`src/iwt_pkg.sv`:
```
`default_nettype none
package iwt_pkg;
  // system clock
  localparam int unsigned CLK_PERIOD_NS = 8;
  // local bus clock the wait states are counted in (8 MHz)
  localparam int unsigned BUS_PERIOD_NS = 125;
  localparam int unsigned BUS_DIV       = BUS_PERIOD_NS / CLK_PERIOD_NS;
  // wait-state and command-delay settings per peripheral
  localparam int unsigned WAIT_STATES_SER = 2;
  localparam int unsigned WAIT_STATES_PAR = 2;
  localparam int unsigned CMD_DELAY_SER   = 0;
  localparam int unsigned CMD_DELAY_PAR   = 0;
  localparam int unsigned CLK_PER_WAIT    = 2;
  // documented times
  localparam int unsigned ACK_DELAY_NS       = 450;
  localparam int unsigned WRITE_RECOVERY_NS  = 300;
  localparam int unsigned ACCESS_SPACING_NS  = 850;
  localparam int unsigned READ_FLOAT_NS      = 120;
  localparam int unsigned READ_STROBE_MIN_NS = 250;
  // derived cycle counts (least times round up)
  localparam int unsigned ACK_DELAY_CYC      = (ACK_DELAY_NS + CLK_PERIOD_NS - 1) / CLK_PERIOD_NS;
  localparam int unsigned WRITE_RECOVERY_CYC = (WRITE_RECOVERY_NS + CLK_PERIOD_NS - 1) / CLK_PERIOD_NS;
  localparam int unsigned ACCESS_SPACING_CYC = (ACCESS_SPACING_NS + CLK_PERIOD_NS - 1) / CLK_PERIOD_NS;
  localparam int unsigned READ_FLOAT_CYC     = (READ_FLOAT_NS + CLK_PERIOD_NS - 1) / CLK_PERIOD_NS;
  localparam int unsigned CNT_W              = 8;
  // address decode: serial controller is eight byte locations
  localparam int unsigned ADDR_W        = 16;
  localparam logic [15:0] SER_BASE      = 16'h0080;
  localparam logic [15:0] SER_MASK      = 16'hFFF8;
  localparam logic [15:0] PAR_BASE      = 16'h00C0;
  localparam logic [15:0] PAR_MASK      = 16'hFFF8;
  localparam int unsigned SEL_LOW_BIT   = 1;
  localparam int unsigned SEL_HIGH_BIT  = 2;
  // states
  typedef enum logic [5:0] {
    IWT_IDLE  = 6'h01,
    IWT_SPACE = 6'h02,
    IWT_HOLD  = 6'h04,
    IWT_CMD   = 6'h08,
    IWT_DONE  = 6'h10,
    IWT_FLOAT = 6'h20
  } iwt_state_t;
endpackage : iwt_pkg
`default_nettype wire

```
`src/iwt_cnt_if.sv`:
```
`default_nettype none
interface iwt_cnt_if;
  import iwt_pkg::*;
  logic             start;
  logic [CNT_W-1:0] load;
  logic             done;
  modport ctl (output start, output load, input done);
  modport cnt (input start, input load, output done);
endinterface : iwt_cnt_if
`default_nettype wire

```
`src/iwt_top.sv`:
```
`default_nettype none
module iwt_top (
  // clock and reset
  input  wire logic                      clk_in,
  input  wire logic                      rst_in,
  // processor bus cycle
  input  wire logic                      cycle_start_in,
  input  wire logic                      cycle_read_in,
  input  wire logic                      cycle_mem_in,
  input  wire logic [iwt_pkg::ADDR_W-1:0] addr_in,
  input  wire logic                      command_holdoff_input,
  input  wire logic                      irq_ack_in,
  input  wire logic                      cascade_mode_in,
  input  wire logic                      pclk_in,
  input  wire logic [7:0]                data_in,
  // bus answer
  output logic                           ready_out,
  output logic                           xcvr_enable_out,
  output logic [7:0]                     data_out,
  // serial controller side
  output logic                           ser_select_out,
  output logic                           register_select_low,
  output logic                           register_select_high,
  output logic                           io_read_strobe_out,
  output logic                           io_write_strobe_out,
  output logic                           irq_acknowledge_strobe,
  output logic                           ser_clk_out,
  // parallel port side
  output logic                           par_select_out
);
  import iwt_pkg::*;

  typedef struct packed {
    iwt_state_t       st;
    logic             is_ser;
    logic             is_par;
    logic             rd;
    logic             rd_strobe;
    logic             wr_strobe;
    logic             ready;
    logic             xcvr;
    logic             sel_lo;
    logic             sel_hi;
    logic [7:0]       data;
    logic             ack_pend;
    logic             ack_out;
    logic             ser_clk;
    logic [2:0]       pclk_sync;
    logic             pclk_q;
    logic [2:0]       hold_sync;
    logic             hold_q;
    logic [2:0]       ack_sync;
    logic             ack_q;
    logic [CNT_W-1:0] ser_space;
    logic [CNT_W-1:0] par_space;
  } iwt_top_t;

  // spacing counters clear so the first access after reset goes at once
  localparam iwt_top_t IWT_TOP_RST = '{
    st:        IWT_IDLE,
    is_ser:    1'b0,
    is_par:    1'b0,
    rd:        1'b0,
    rd_strobe: 1'b0,
    wr_strobe: 1'b0,
    ready:     1'b0,
    xcvr:      1'b0,
    sel_lo:    1'b0,
    sel_hi:    1'b0,
    data:      '0,
    ack_pend:  1'b0,
    ack_out:   1'b0,
    ser_clk:   1'b0,
    pclk_sync: '0,
    pclk_q:    1'b0,
    hold_sync: '0,
    hold_q:    1'b0,
    ack_sync:  '0,
    ack_q:     1'b0,
    ser_space: '0,
    par_space: '0
  };

  iwt_top_t  s_r;
  iwt_top_t  s_nxt;
  iwt_cnt_if wait_if ();
  iwt_cnt_if ack_if ();

  logic       hit_ser;
  logic       hit_par;
  logic       space_clear;
  logic [CNT_W-1:0] wait_load;
  logic [CNT_W-1:0] dly_load;

  // wait-state timer
  iwt_delay u_wait (
    .clk_in (clk_in),
    .rst_in (rst_in),
    .ctl    (wait_if)
  );
  // acknowledge delay timer
  iwt_delay u_ack (
    .clk_in (clk_in),
    .rst_in (rst_in),
    .ctl    (ack_if)
  );

  assign hit_ser = ((addr_in & SER_MASK) == SER_BASE);
  assign hit_par = ((addr_in & PAR_MASK) == PAR_BASE);
  assign space_clear = s_r.is_ser ? (s_r.ser_space == '0) : (s_r.par_space == '0);

  always_comb begin
    s_nxt               = s_r;
    wait_load           = '0;
    dly_load            = '0;
    wait_if.start       = 1'b0;
    wait_if.load        = '0;
    ack_if.start        = 1'b0;
    ack_if.load         = '0;
    s_nxt.ready         = 1'b0;
    // metastability: third stage compared against second only
    s_nxt.pclk_sync     = {s_r.pclk_sync[1:0], pclk_in};
    s_nxt.hold_sync     = {s_r.hold_sync[1:0], command_holdoff_input};
    s_nxt.ack_sync      = {s_r.ack_sync[1:0], irq_ack_in};
    if (s_r.pclk_sync[2] == s_r.pclk_sync[1]) s_nxt.pclk_q = s_r.pclk_sync[2];
    if (s_r.hold_sync[2] == s_r.hold_sync[1]) s_nxt.hold_q = s_r.hold_sync[2];
    if (s_r.ack_sync[2] == s_r.ack_sync[1]) s_nxt.ack_q = s_r.ack_sync[2];
    // divide by two on rising pclk
    if (s_nxt.pclk_q && !s_r.pclk_q) s_nxt.ser_clk = ~s_r.ser_clk;
    if (s_r.ser_space != '0) s_nxt.ser_space = s_r.ser_space - CNT_W'(1);
    if (s_r.par_space != '0) s_nxt.par_space = s_r.par_space - CNT_W'(1);
    if (s_nxt.ack_q && !s_r.ack_q) begin
      if (cascade_mode_in) begin
        ack_if.start   = 1'b1;
        ack_if.load    = CNT_W'(ACK_DELAY_CYC);
        s_nxt.ack_pend = 1'b1;
      end else begin
        s_nxt.ack_out = 1'b1;
      end
    end else if (s_r.ack_pend && ack_if.done) begin
      s_nxt.ack_out  = 1'b1;
      s_nxt.ack_pend = 1'b0;
    end
    if (!s_nxt.ack_q) begin
      s_nxt.ack_out  = 1'b0;
      s_nxt.ack_pend = 1'b0;
    end
    if (s_r.is_ser) begin
      wait_load = CNT_W'(WAIT_STATES_SER * CLK_PER_WAIT * BUS_DIV);
      dly_load  = CNT_W'(CMD_DELAY_SER * BUS_DIV);
    end else begin
      wait_load = CNT_W'(WAIT_STATES_PAR * CLK_PER_WAIT * BUS_DIV);
      dly_load  = CNT_W'(CMD_DELAY_PAR * BUS_DIV);
    end
    case (s_r.st)
      IWT_IDLE: begin
        if (cycle_start_in && (hit_ser || hit_par)) begin
          // latched selects from A1 and A2
          s_nxt.is_ser = hit_ser;
          s_nxt.is_par = hit_par && !hit_ser;
          s_nxt.rd     = cycle_read_in;
          s_nxt.sel_lo = addr_in[SEL_LOW_BIT];
          s_nxt.sel_hi = addr_in[SEL_HIGH_BIT];
          s_nxt.data   = data_in;
          s_nxt.st     = IWT_SPACE;
        end
      end
      IWT_SPACE: begin
        if (space_clear) begin
          wait_if.start = 1'b1;
          wait_if.load  = dly_load;
          s_nxt.st      = IWT_HOLD;
        end
      end
      IWT_HOLD: begin
        // command held off while delay or holdoff runs
        if (wait_if.done && !wait_if.start && !s_r.hold_q) begin
          wait_if.start = 1'b1;
          wait_if.load  = wait_load;
          s_nxt.rd_strobe = s_r.rd;
          s_nxt.wr_strobe = !s_r.rd;
          // single buffer stage enabled with the strobe
          s_nxt.xcvr = 1'b1;
          s_nxt.st   = IWT_CMD;
        end
      end
      IWT_CMD: begin
        if (wait_if.done && !wait_if.start) begin
          s_nxt.ready     = 1'b1;
          s_nxt.rd_strobe = 1'b0;
          s_nxt.wr_strobe = 1'b0;
          s_nxt.xcvr      = 1'b0;
          // write recovery only for serial writes
          if (s_r.is_ser && !s_r.rd) s_nxt.ser_space = CNT_W'(WRITE_RECOVERY_CYC);
          if (s_r.is_par) s_nxt.par_space = CNT_W'(ACCESS_SPACING_CYC);
          s_nxt.st = IWT_DONE;
        end
      end
      IWT_DONE: begin
        // hold transceiver off while read data floats
        if (s_r.rd) begin
          wait_if.start = 1'b1;
          wait_if.load  = CNT_W'(READ_FLOAT_CYC);
          s_nxt.st      = IWT_FLOAT;
        end else begin
          // chip selects drop with the return to idle; register selects keep their value
          s_nxt.is_ser = 1'b0;
          s_nxt.is_par = 1'b0;
          s_nxt.st     = IWT_IDLE;
        end
      end
      IWT_FLOAT: begin
        if (wait_if.done && !wait_if.start) begin
          s_nxt.is_ser = 1'b0;
          s_nxt.is_par = 1'b0;
          s_nxt.st     = IWT_IDLE;
        end
      end
      default: begin
        s_nxt.is_ser = 1'b0;
        s_nxt.is_par = 1'b0;
        s_nxt.st     = IWT_IDLE;
      end
    endcase
  end

  always_ff @(posedge clk_in) begin
    if (rst_in) begin
      s_r <= IWT_TOP_RST;
    end else begin
      s_r <= s_nxt;
    end
  end

  assign ready_out              = s_r.ready;
  assign xcvr_enable_out        = s_r.xcvr;
  assign data_out               = s_r.data;
  assign ser_select_out         = s_r.is_ser;
  assign par_select_out         = s_r.is_par;
  assign register_select_low    = s_r.sel_lo;
  assign register_select_high   = s_r.sel_hi;
  assign io_read_strobe_out     = s_r.rd_strobe;
  assign io_write_strobe_out    = s_r.wr_strobe;
  assign irq_acknowledge_strobe = s_r.ack_out;
  assign ser_clk_out            = s_r.ser_clk;
endmodule : iwt_top
`default_nettype wire

```
`src/iwt_delay.sv`:
```
`default_nettype none
module iwt_delay (
  // clock and reset
  input  wire logic clk_in,
  input  wire logic rst_in,
  // control
  iwt_cnt_if.cnt    ctl
);
  import iwt_pkg::*;
  typedef struct packed {
    logic [CNT_W-1:0] cnt;
    logic             done;
  } iwt_dly_t;
  iwt_dly_t s_r;
  iwt_dly_t s_nxt;
  always_comb begin
    s_nxt = s_r;
    if (ctl.start) begin
      s_nxt.cnt  = ctl.load;
      s_nxt.done = (ctl.load == '0);
    end else if (s_r.cnt != '0) begin
      s_nxt.cnt  = s_r.cnt - CNT_W'(1);
      s_nxt.done = (s_r.cnt == CNT_W'(1));
    end
  end
  always_ff @(posedge clk_in) begin
    if (rst_in) begin
      s_r <= '{cnt: '0, done: 1'b1};
    end else begin
      s_r <= s_nxt;
    end
  end
  assign ctl.done = s_r.done;
endmodule : iwt_delay
`default_nettype wire

```
`config.mk`:
```
export PLATFORM = sky130hd
export DESIGN_NAME = iwt_top
export DESIGN_NICKNAME = d
export VERILOG_FILES = /design/src/iwt_pkg.sv /design/src/iwt_cnt_if.sv /design/src/iwt_top.sv /design/src/iwt_delay.sv
export SDC_FILE = /design/constraint.sdc
export NUM_CORES = 1
export LEC_CHECK = 0
export BUFFER_PORTS_ARGS = -buffer_cell sky130_fd_sc_hd__buf_2
export CAP_MARGIN = 20
export CORE_ASPECT_RATIO = 2
export CORE_MARGIN = 2
export CORE_UTILIZATION = 51
export CTS_CLUSTER_SIZE = 10
export DETAILED_ROUTE_END_ITERATION = 7
export PLACE_DENSITY_LB_ADDON = 0.3
export SETUP_SLACK_MARGIN = 0.15
export SYNTH_ARGS = -nofsm -noshare
export SYNTH_HDL_FRONTEND = slang
export SYNTH_SLANG_ARGS = --single-unit
```
`constraint.sdc`:
```
create_clock -name clk_in -period 1.8 [get_ports clk_in]
set_clock_uncertainty 0.1 [all_clocks]
set_input_delay 0.36 -clock clk_in [delete_from_list [all_inputs] [get_ports clk_in]]
set_output_delay 0.36 -clock clk_in [all_outputs]
set_load 0.005 [all_outputs]
```
==> results.md, run 1 <==
- The setup violation total in the final timing report is 0.
- The library cell with the largest summed area after synthesis is dfxtp_1.
- For this block, the initial DRC count from the detailed router was 100.
- The dominant combinational cell family by area after synthesis is simple AND/OR/NAND/NOR gates.
- The min-delay analysis places its worst path in the category primary input to flip-flop.
- Once detail routing completed, the nets flagged for antenna violations numbered 0.
- The complex-gate fraction of the synthesized area is 0.121.
- The area growth from synthesis to layout is 30.1%.
- The path with the worst hold slack has its endpoint at s_nxt[22].
- The max-slew violation total from the final report is 0.
- The source-to-sink clock delay at the later pin of the worst-skew pair is 0.33 ns.
- During placement, the flow inserted port buffers numbering 48.
- TritonCTS built the clock tree.
- The largest net degree at the start of global routing is 33.
- The total negative setup slack is 0 ns.
- The top cell types in the final layout, fill and taps aside, are 60 x dfxtp_1, 48 x buf_2, 39 x nor2_1.
- The placement-stage cell area is 0.00369 mm².
- The number of enable-type register cells in the synthesized netlist is 0.
- The worst reg-to-reg setup slack is 0.06 ns.
- The multiplexer area fraction after synthesis is 0.0403.
- The time the worst path needs with I/O delays and setup is 1.74 ns.
- The proportion of layout cells with a drive suffix above 1 is 0.347.
- Dividing the final minimum period by the clock period gives 0.965.
- The detailed-route vias per instance is 5.43.
- The kind of start point of the critical path is a flip-flop.
- The via count of the first global-routing pass came to approximately 2900.
- After detailed routing, the average wire length per cell comes to between 10 and 15 µm.
- The portion of the post-synthesis area used by sequential elements is 0.442.
- The fraction of power consumed by the clock network is 0.289.
- The final wirelength is ~7300 µm.
- The number of antenna diodes in the final layout is 0.
- The longest clock path from root to sink contains 2 buffers.
- The cell depth of the worst min-delay path is 2.
- The static leakage is between 1.5 and 2 nW.
- Internal power comes to 4.44 mW.
- The power spent charging and discharging nets is 2.19 mW.
- The most common flop cell mapped by yosys is dfxtp_1.
- The cell area after layout is 0.00425 mm².
- The slowest stage of the critical path is the or4_4 cell.
- In this run the critical register-to-register path is captured at ser_select_out.
- The initial antenna violation count is 0.
- The number of hold buffers added after cts is 0.
- The floorplan step defined a core boundary enclosing 0.00626 mm².
- The share of synthesized cell area in full adder, half adder and majority cells is 0.0307.
- The smallest hold slack is 0.142 ns.
- The pin slew with the least headroom to its limit is 0.598 ns.
- In this run the most critical hold path is launched from command_holdoff_input.
- The share of the synthesized netlist area taken by xor and xnor gates is 0.0483.
- The share of synthesized area in the top cell type comes to 0.442.
- The number of hold violations in the final report is 0.
- The per-instance average area after synthesis is 8.94 µm².
- The weighted congestion reported at the end of routability-driven placement is 0.850.
- The initialized floorplan defines 41 standard-cell rows.
- The synthesized netlist occupies a cell area of 0.00326 mm².
- The gate count of the mapped netlist is between 300 and 400.
- The count of distinct cell types in the synthesized netlist is 51.
- The number of fill cells is about 520.
- Of all flip-flops after synthesis, the portion carrying an async set or reset was 0.
- The simple-gate area share of the yosys netlist is 0.257.
- The number of primary I/O pins is a little over 50.
- Setup repair after global routing could not meet its margin everywhere.
- The initial utilization of the core area, before any placement, comes to 0.521.
- The final layout contains 478 nets.
- At the worst endpoint, the arrival time is 1.91 ns.
- The detailed-router iteration count before antenna repair is 4.
- The die outline width is between 60 and 70 µm.
- The number of max-capacitance violations reported is 0.
- The height of the die is 117 µm.
- The fraction of power consumed by combinational cells is 0.371.
- The area enclosed by the die boundary is 0.00709 mm².
- Summed over all layers, the global routing overflow is 0.
- For this run, the top clock speed supported by timing is 575 MHz.
- The number of vias after detailed routing is around 2900.
- The critical path goes through or4_4 > or2_4 > o21ai_4 > buf_4 > o21ai_2 > a21oi_2.
- The root buffer cell chosen for the clock tree is clkbuf_16.
- On the worst path, the slowest cell contributes a delay of 0.55 ns.
- The number of cells on the worst reg-to-reg path is 6.
- Counting flops and latches in the post-synthesis netlist gives 72.
- Leaving out fill and tap cells, the most frequent cell in the layout is dfxtp_1.
- The origin of the critical flop-to-flop path is s_r[51].
- The start-to-end type of the worst setup path is flip-flop to flip-flop.
- CTS built an H-tree with a depth of 3.
- Of the total power, the share spent switching nets is 0.330.
- The combined global-route utilization of all metal layers is 0.228.
- The flow ran to the end, and the final reports show no timing, DRC or antenna violations.
- The end-of-flow core utilization is 0.679.
- The clock transition at the registers of the reported paths is about 0.050 ns.
- The yosys synthesis warning count is 0.
- The data required time of the critical path is 1.97 ns.
- The share of power burned in registers is 0.340.
- The DRC violation count after routing is 0.
- The type of element capturing the critical path is a flip-flop.
- The first-pass GRT wire length is 12200 µm.
- The number of nets handed over by synthesis was 406.
- The worst pin sits at a relative slew slack of 0.602.
- In this run the worst path has a maximum fanout of 4.
- The number of clock sinks is 72.
- The power density over the cells is 1560 mW/mm².
- The maximum vdd drop is 0.00102 V.
- Yosys attributes the largest share of cell area to dfxtp_1 44%, nor2_1 5.2%, a21oi_1 4.4%.
- The number of buffers added by the clock tree synthesis step is 9.
- Detailed placement ended at an HPWL of 5080 µm.
-- power by group through the flow --
stage / clock network, mW / registers (mW) / logic, mW
after CTS: 1.95 / 2.21 / 2.21
after global placement: 0 / 2.21 / 2.07
final: 1.92 / 2.26 / 2.46
after floorplan: 0 / 2.19 / 1.58
after detailed placement: 0 / 2.23 / 2.14
after global routing: 2.01 / 2.30 / 2.78
-- registers in the layout, indices dropped and copies added (netlist names), 6 cells and up --
signal,flops
s_r,30
data_out,8
u_ack.s_r,8
u_wait.s_r,8
s_nxt,6
-- synth_stat cells, types with 3 or more instances --
cell	number
dfxtp_1	72
nor2_1	45
nand2_1	31
a21oi_1	29
inv_1	15
mux2i_1	12
nand3_1	12
nor2b_1	12
xor2_1	11
o21ai_0	10
buf_4	9
nor3_1	9
ha_1	8
a31oi_1	7
clkbuf_1	7
xnor2_1	7
nand3b_1	6
nand4_1	6
nand4b_1	5
or3_1	5
o31ai_1	4
buf_6	3
nand2b_1	3
o21ai_2	3
or4_1	3
-- worst max path at each step --
stage	start	to	slack [ns]	depth (start not counted)
2_1_floorplan	addr_in[12]	register_select_low	0.10	7
3_3_place_gp	addr_in[12]	data_out[0]	-0.004	7
3_5_place_dp	addr_in[4]	data_out[1]	-0.02	7
4_1_cts	s_r[50]	s_r[50]	0.10	5
5_1_grt	s_r[51]	par_select_out	0.03	6
6_report	s_r[51]	ser_select_out	0.06	6
-- critical path: cells and delay by family, from the launching register on --
family,cells,cell delay (ns)
flip-flops,1,0.36
AND/OR/NAND/NOR,2,0.84
AO/OA/AOI/OAI,3,0.24
buffers and inverters,1,0.13
-- cell families (layout without fill, tap and decap cells) --
family,count (synthesis),in the layout
adder cells (fa/ha/maj),8,8
flip-flops,72,72
multiplexers,13,13
AND/OR/NAND/NOR,154,154
AO/OA/AOI/OAI,65,65
XOR/XNOR,18,18
buffers and inverters,35,111
-- layer usage --
metal,track usage,vias up,wire [µm]
met1,0.213,1351,2680
met5,0,-,0
met4,0.162,0,310
met2,0.416,74,4100
li1,-,1409,-
met3,0.0429,25,247
-- per-stage QoR --
stage / std cells / setup slack, ns / power (mW)
after floorplan: 365 / 0.102 / 3.76
after global placement: 505 / -0.00350 / 4.29
after detailed placement: 505 / -0.0218 / 4.37
after CTS: 521 / 0.101 / 6.37
after global routing: 527 / 0.0267 / 7.09
final: 527 / 0.0623 / 6.64
-- cell type report --
type	count	area, µm²	share of cell area
inverters	15	56.3	0.0133
well taps	86	108	0.0253
flip-flops and latches	72	1460	0.345
clock inverters	3	65.1	0.0153
multi-input cells	258	1800	0.423
repair buffers	81	500	0.118
clock buffers	12	256	0.0604
-- what timing repair did --
action,4_1_cts,5_1_grt
pin swaps,5,17
cloned,0,0
endpoints found under the setup margin,33,39
buffers inserted,1,6
gates resized for setup,16,34
No activity file was read; power rests on OpenSTA's default activity.
==> run 2: changes to the inputs <==
- clock period: 1.8 -> 1.4 ns (I/O delays scaled with it)
==> run 2 against run 1 <==
The run now ends with negative setup slack left. Highest routed layer unchanged. Largest cell class unchanged. Critical path depth fell by 1. Critical path type unchanged. Largest power group unchanged. Sequential share of layout area down 5.8 points. Clock power up 8%.
==> results.md, run 2 (synthesis gave the netlist of run 1 again) <==
- The mean routed wirelength per cell is 15.9 µm (+14%).
- The number of buffers added by the clock tree synthesis step is 9 (unchanged).
- The total placed cells including tap cells is 556 (+10%).
- The final wirelength is 9540 µm (+30%).
- The half-perimeter wire length after detailed placement is 6000 µm (+18%).
- The fraction of the cycle the final worst path needs came to 1.23 (+0.267).
- The area enclosed by the die boundary is 0.00709 mm² (unchanged).
- The height of the die came to 117 µm (unchanged).
- In the layout the commonest cells are 76 x buf_4, 56 x dfxtp_1, 47 x buf_2.
- The maximum net fanout on the critical path is 3 (-1).
- The number of hold violations in the final report is 0 (unchanged).
- STA classifies the critical path startpoint as a flip-flop.
- The flip-flop count of the largest register after layout came to 30 (unchanged).
- The via count of the first global-routing pass is 3190 (+12%).
- The number of diodes added for antenna fixing came to 0 (unchanged).
- The initial antenna violation count is 0 (unchanged).
- The detailed-route vias per instance is 5.34 (-1.6%).
- The smallest hold slack is 0.0620 ns (-0.0802 ns).
- The die outline width is 60.6 µm (unchanged).
- The number of H-tree levels is 3 (unchanged).
- The type of element capturing the critical path is a flip-flop.
- The cell area after layout is 0.00512 mm² (+21%).
- The power density over the cells is 2080 mW/mm² (+33%).
- The area of the core came to 0.00626 mm² (unchanged).
- The critical path buffer and inverter count is 0 (-1).
- The first-pass GRT wire length is 13400 µm (+11%).
- The DRC violation count after routing came to 0 (unchanged).
- The worst slack after detailed placement is -0.371 ns (-0.349 ns).
- The total negative setup slack is -8.99 ns (-8.99 ns).
- The minimum setup slack in the final design is -0.325 ns (-0.387 ns).
- The number of vias after detailed routing is 3199 (+12%).
- The start-to-end type of the worst setup path is flip-flop to flip-flop.
- The relative max-transition margin was 0.635 (+0.0330).
- The count of buffers inserted at the top-level ports is 48 (unchanged).
- The combined global-route utilization of all metal layers is 0.256 (+0.0287).
- The setup violation total in the final timing report was 52 (+52).
- The data arrival time at the worst-slack endpoint was 1.82 ns (-0.09 ns).
- The origin of the critical flop-to-flop path is s_r[51].
- The placement-stage cell area was 0.00417 mm² (+13%).
- The tightest min-delay check is of the primary input to flip-flop type.
- The maximum root-to-sink buffer count is 2 (unchanged).
- Traced cell by cell, the critical path runs through or4_4 > or2_4 > o21ai_4 > nand4b_1 > o31ai_1.
- The number of max-capacitance violations reported is 0 (unchanged).
- The commonest non-fill, non-tap cell in the layout is buf_4.
- The pin slew with the least headroom to its limit is 0.548 ns (-0.0495 ns).
- Setup repair after global routing could not meet its margin everywhere.
- The area growth from synthesis to layout is 56.9%.
- The largest net degree at the start of global routing is 25 (-24%).
- The largest stage delay on the critical path was 0.55 ns (about the same).
- On the critical path the largest part of the delay comes from simple AND/OR/NAND/NOR gates.
- The proportion of layout cells with a drive suffix above 1 is 0.515 (+0.168).
- The flow ran to the end, but the final reports show violations.
- The post-layout net count is 549 (+15%).
- The time the worst path needs with I/O delays and setup is 1.72 ns (-0.0129 ns).
- The source-to-sink clock delay at the later pin of the worst-skew pair came to 0.34 ns (about the same).
- The number of violations reported at the end of detailed-routing iteration 0 is 109 (+9.0%).
- The cell with the largest stage delay on the worst path is or4_4.
- The number of primary I/O pins was 51 (unchanged).
- The max-slew violation total from the final report is 0 (unchanged).
- The clock transition at the registers of the reported paths came to 0.05 ns (about the same).
- The data required time of the critical path is 1.49 ns (-0.48 ns).
- The register with the most flip-flops is s_r.
- The static leakage came to 2.20 nW (+25%).
- The maximum vdd drop came to 0.00155 V (+52%).
- TritonCTS built the clock tree.
- The achievable clock frequency is 580 MHz (+0.75%).
- The weighted congestion reported at the end of routability-driven placement is 0.918 (+8.1%).
- The startpoint of the worst hold path is pclk_in.
- The worst setup path startpoint is s_r[51].
- The clock root buffer master is clkbuf_16.
- The number of hold buffers added after cts is 0 (unchanged).
- The total grt overflow is 0 (unchanged).
- The final antenna-violating net count is 0 (unchanged).
- The detailed-router iteration count before antenna repair is 4 (unchanged).
- The final cell count without fillers was 599 (+14%).
- The initial core utilization is 0.521 (unchanged).
- The floorplan row count was 41 (unchanged).
- The checks that failed: negative setup slack.
- The number of clock sinks is 72 (unchanged).
==> run 2: per-layer routing <==
layer | GRT usage | vias up | part of all wire
met5 | 0 | - | 0
met4 | 0.164 | 0 | 0.038
met3 | 0.0626 | 32 | 0.028
met2 | 0.478 | 77 | 0.58
met1 | 0.231 | 1537 | 0.35
li1 | - | 1553 | -
==> run 2: through the flow <==
step           power [mW]  utilization
2_1_floorplan        5.13            -
3_3_place_gp         6.52        0.667
3_5_place_dp         6.69        0.667
4_1_cts              9.42        0.754
5_1_grt              11.2        0.818
6_report             10.7        0.818
==> run 2: worst paths after layout <==
path / endpoint / cells past startpoint / slack (ns)
max reg2reg: s_r[50] / 5 / -0.32
min: s_nxt[26] / 2 / 0.06
min reg2reg: s_nxt[19] / 1 / 0.35
max: s_r[50] / 5 / -0.32
==> run 2: what timing repair did <==
item                       CTS  global route
gates resized for setup     49            67
pin swaps                   18            41
buffers inserted            13            14
cloned                       0             0
setup endpoints to repair   59            58
==> run 2: where the power goes <==
part           switching [mW]  leakage [nW]  internal, mW
logic                    2.63          1.48          3.11
registers               0.395         0.595          2.47
clock network           0.827         0.130          1.24
==> run 2: area by class of cell <==
cell class	instances	area [µm²]
fillers	357	1140
repair buffers	152	1140
clock inverters	3	17.5
well taps	86	108
inverters	15	61.3
flip-flops and latches	72	1470
clock buffers	13	250
multi-input cells	258	2070
==> run 3: changes to the inputs <==
--- a/constraint.sdc
+++ b/constraint.sdc
@@ -4,2 +4,2 @@
 set_output_delay 0.28 -clock clk_in [all_outputs]
-set_load 0.005 [all_outputs]
+set_load 0.01 [all_outputs]
==> run 3 against run 2 <==
The run still ends with negative setup slack left. Non-clock buffer count stayed put. Sequential share of layout area hardly changed. Critical path type unchanged. Critical path depth stayed put. Largest power group unchanged. Final area is 0.15% higher. Register-to-register slack hardly changed. Fmax hardly changed. Clock-buffer cell count stayed put.
==> results.md, run 3 (synthesis gave the netlist of run 1 again) <==
- The proportion of layout cells with a drive suffix above 1 is 0.517 (+0.00195).
- The worst setup path is launched from a flip-flop.
- The number of H-tree levels is 3 (unchanged).
- The maximum vdd drop came to 0.00155 V (about the same).
- The fraction of the cycle the final worst path needs came to 1.23 (about the same).
- The minimum setup slack in the final design came to -0.324 ns (+0.00117 ns).
- The first-pass GRT wire length is 13400 µm (+0.10%).
- The power density over the cells is 2080 mW/mm² (-0.21%).
- The floorplan row count was 41 (unchanged).
- The initial antenna violation count is 0 (unchanged).
- The DRC violation count after routing is 0 (unchanged).
- Traced cell by cell, the critical path runs through or3b_2 > or2_4 > o21ai_4 > nand4b_1 > o31ai_1.
- The largest stage delay on the critical path came to 0.50 ns (-0.05 ns).
- The number of max-capacitance violations reported was 0 (unchanged).
- The flip-flop count of the largest register after layout was 30 (unchanged).
- The total negative setup slack came to -8.96 ns (+0.0305 ns).
- The critical path buffer and inverter count is 0 (unchanged).
- The relative max-transition margin came to 0.638 (+0.00365).
- The combined global-route utilization of all metal layers is 0.257 (about the same).
- The number of vias after detailed routing was 3173 (-0.81%).
- Setup repair after global routing could not meet its margin everywhere.
- The height of the die is 117 µm (unchanged).
- The TritonCTS clock tree is built.
- The weighted congestion reported at the end of routability-driven placement is 0.918 (unchanged).
- The number of hold violations in the final report is 0 (unchanged).
- The top routing layer in use is met4.
- The kind of cell adding the most delay to the critical path is simple AND/OR/NAND/NOR gates.
- The area of the core came to 0.00626 mm² (unchanged).
- The wire length on met2 came to 5600 µm (+0.88%).
- The number of primary I/O pins was 51 (unchanged).
- The initial core utilization came to 0.521 (unchanged).
- The area enclosed by the die boundary is 0.00709 mm² (unchanged).
- The number of fill cells came to 355 (-0.56%).
- The number of diodes added for antenna fixing is 0 (unchanged).
- Leaving out fill and tap cells, the most frequent cell in the layout is buf_4.
- The achievable clock frequency is 580 MHz (about the same).
- The area of the multi-input gates is 0.00207 mm² (unchanged).
- The time the worst path needs with I/O delays and setup is 1.72 ns (-0.00117 ns).
- The max-slew violation total from the final report came to 0 (unchanged).
- The mean routed wirelength per cell came to 15.9 µm (about the same).
- From synthesis to final layout, the design area changed by 57.1%.
- The final antenna-violating net count is 0 (unchanged).
- The met1 layer wirelength in the final routing is 3320 µm (-0.66%).
- The maximum root-to-sink buffer count came to 2 (unchanged).
- The smallest hold slack came to 0.0636 ns (+0.00156 ns).
- The cell with the largest stage delay on the worst path is or3b_2.
- The maximum net fanout on the critical path came to 6 (+3).
- The half-perimeter wire length after detailed placement is 6000 µm (unchanged).
- The final reports fail on negative setup slack.
- The run finished, with violations left.
- The post-layout net count came to 549 (unchanged).
- The total grt overflow is 0 (unchanged).
- The setup violation total in the final timing report was 52 (unchanged).
- The type of element capturing the critical path is a flip-flop.
- The number of buffers added by the clock tree synthesis step is 9 (unchanged).
- The via count of the first global-routing pass was 3193 (+0.094%).
- The number of violations reported at the end of detailed-routing iteration 0 is 110 (+0.92%).
- The register area is 0.00147 mm² (about the same).
- The tree is rooted in a clkbuf_16.
- The class of the tightest hold or removal check is primary input to flip-flop.
- The detailed-router iteration count before antenna repair was 4 (unchanged).
- The total length of routed met3 wires came to 265 µm (-1.5%).
- The number of clock sinks is 72 (unchanged).
- The register with the most flip-flops in the final layout is s_r.
- The library cells used most frequently in the layout, excluding fill and tap cells, are 76 x buf_4, 55 x dfxtp_1, 46 x buf_2.
- The clock transition at the registers of the reported paths came to 0.05 ns (about the same).
- The setup path with the least slack is of type flip-flop to flip-flop.
- The largest net degree at the start of global routing was 25 (unchanged).
- The data required time of the critical path is 1.49 ns (about the same).
- The final wirelength came to 9530 µm (about the same).
- The number of hold buffers added after cts is 0 (unchanged).
- The static leakage is 2.20 nW (about the same).
- The die outline width was 60.6 µm (unchanged).
- The detailed-route vias per instance is 5.30 (-0.81%).
- The data arrival time at the worst-slack endpoint was 1.81 ns (about the same).
- The pin slew with the least headroom to its limit is 0.543 ns (-0.00548 ns).
- The count of buffers inserted at the top-level ports came to 48 (unchanged).
- The source-to-sink clock delay at the later pin of the worst-skew pair came to 0.34 ns (about the same).
-- run 3: cell count changes in the layout (fill, tap and decap cells not counted) --
cell / delta
buf_2: -1
buf_6: +1
dfxtp_1: -1
dfxtp_2: +1
-- run 3: per-layer routing --
layer,GRT usage,vias to the layer above
met3,0.0626,29
met4,0.164,0
met5,0,-
met2,0.478,71
met1,0.231,1518
li1,-,1555
-- run 3: repair_timing --
action | CTS | global route
setup endpoints to repair | 59 | 59
pin swaps | 18 | 41
resized for setup | 50 | 68
buffers inserted | 13 | 14
-- run 3: report_power, final --
group	internal (mW)	leakage [nW]	switching [mW]
Sequential	2.47	0.595	0.394
Clock	1.24	0.130	0.823
Combinational	3.11	1.48	2.63
Total	6.82	2.20	3.84
-- run 3: final timing paths --
kind / start / end / slack [ns] / cells after the start
min: pclk_in / s_nxt[26] / 0.06 / 2
min reg2reg: s_nxt[18] / s_nxt[19] / 0.34 / 1
max reg2reg: s_r[53] / s_r[50] / -0.32 / 5
max: s_r[53] / s_r[50] / -0.32 / 5
-- run 3: layout make-up --
class                           instances  share of cell area
Clock buffer                           13              0.0488
Tap cell                               86              0.0210
Multi-Input combinational cell        258               0.404
Inverter                               15              0.0120
Timing Repair Buffer                  152               0.224
Clock inverter                          3             0.00342
Sequential cell                        72               0.287
-- run 3: stage by stage --
stage	total power, mW	worst slack, ns	area [µm²]	util	instances
final	10.7	-0.324	5130	0.819	599
after global routing	11.2	-0.368	5130	0.819	599
after CTS	9.42	-0.295	4720	0.754	585
after detailed placement	6.69	-0.371	4170	0.667	556
after global placement	6.52	-0.311	4170	0.667	556
after floorplan	5.13	-0.240	3390	-	365
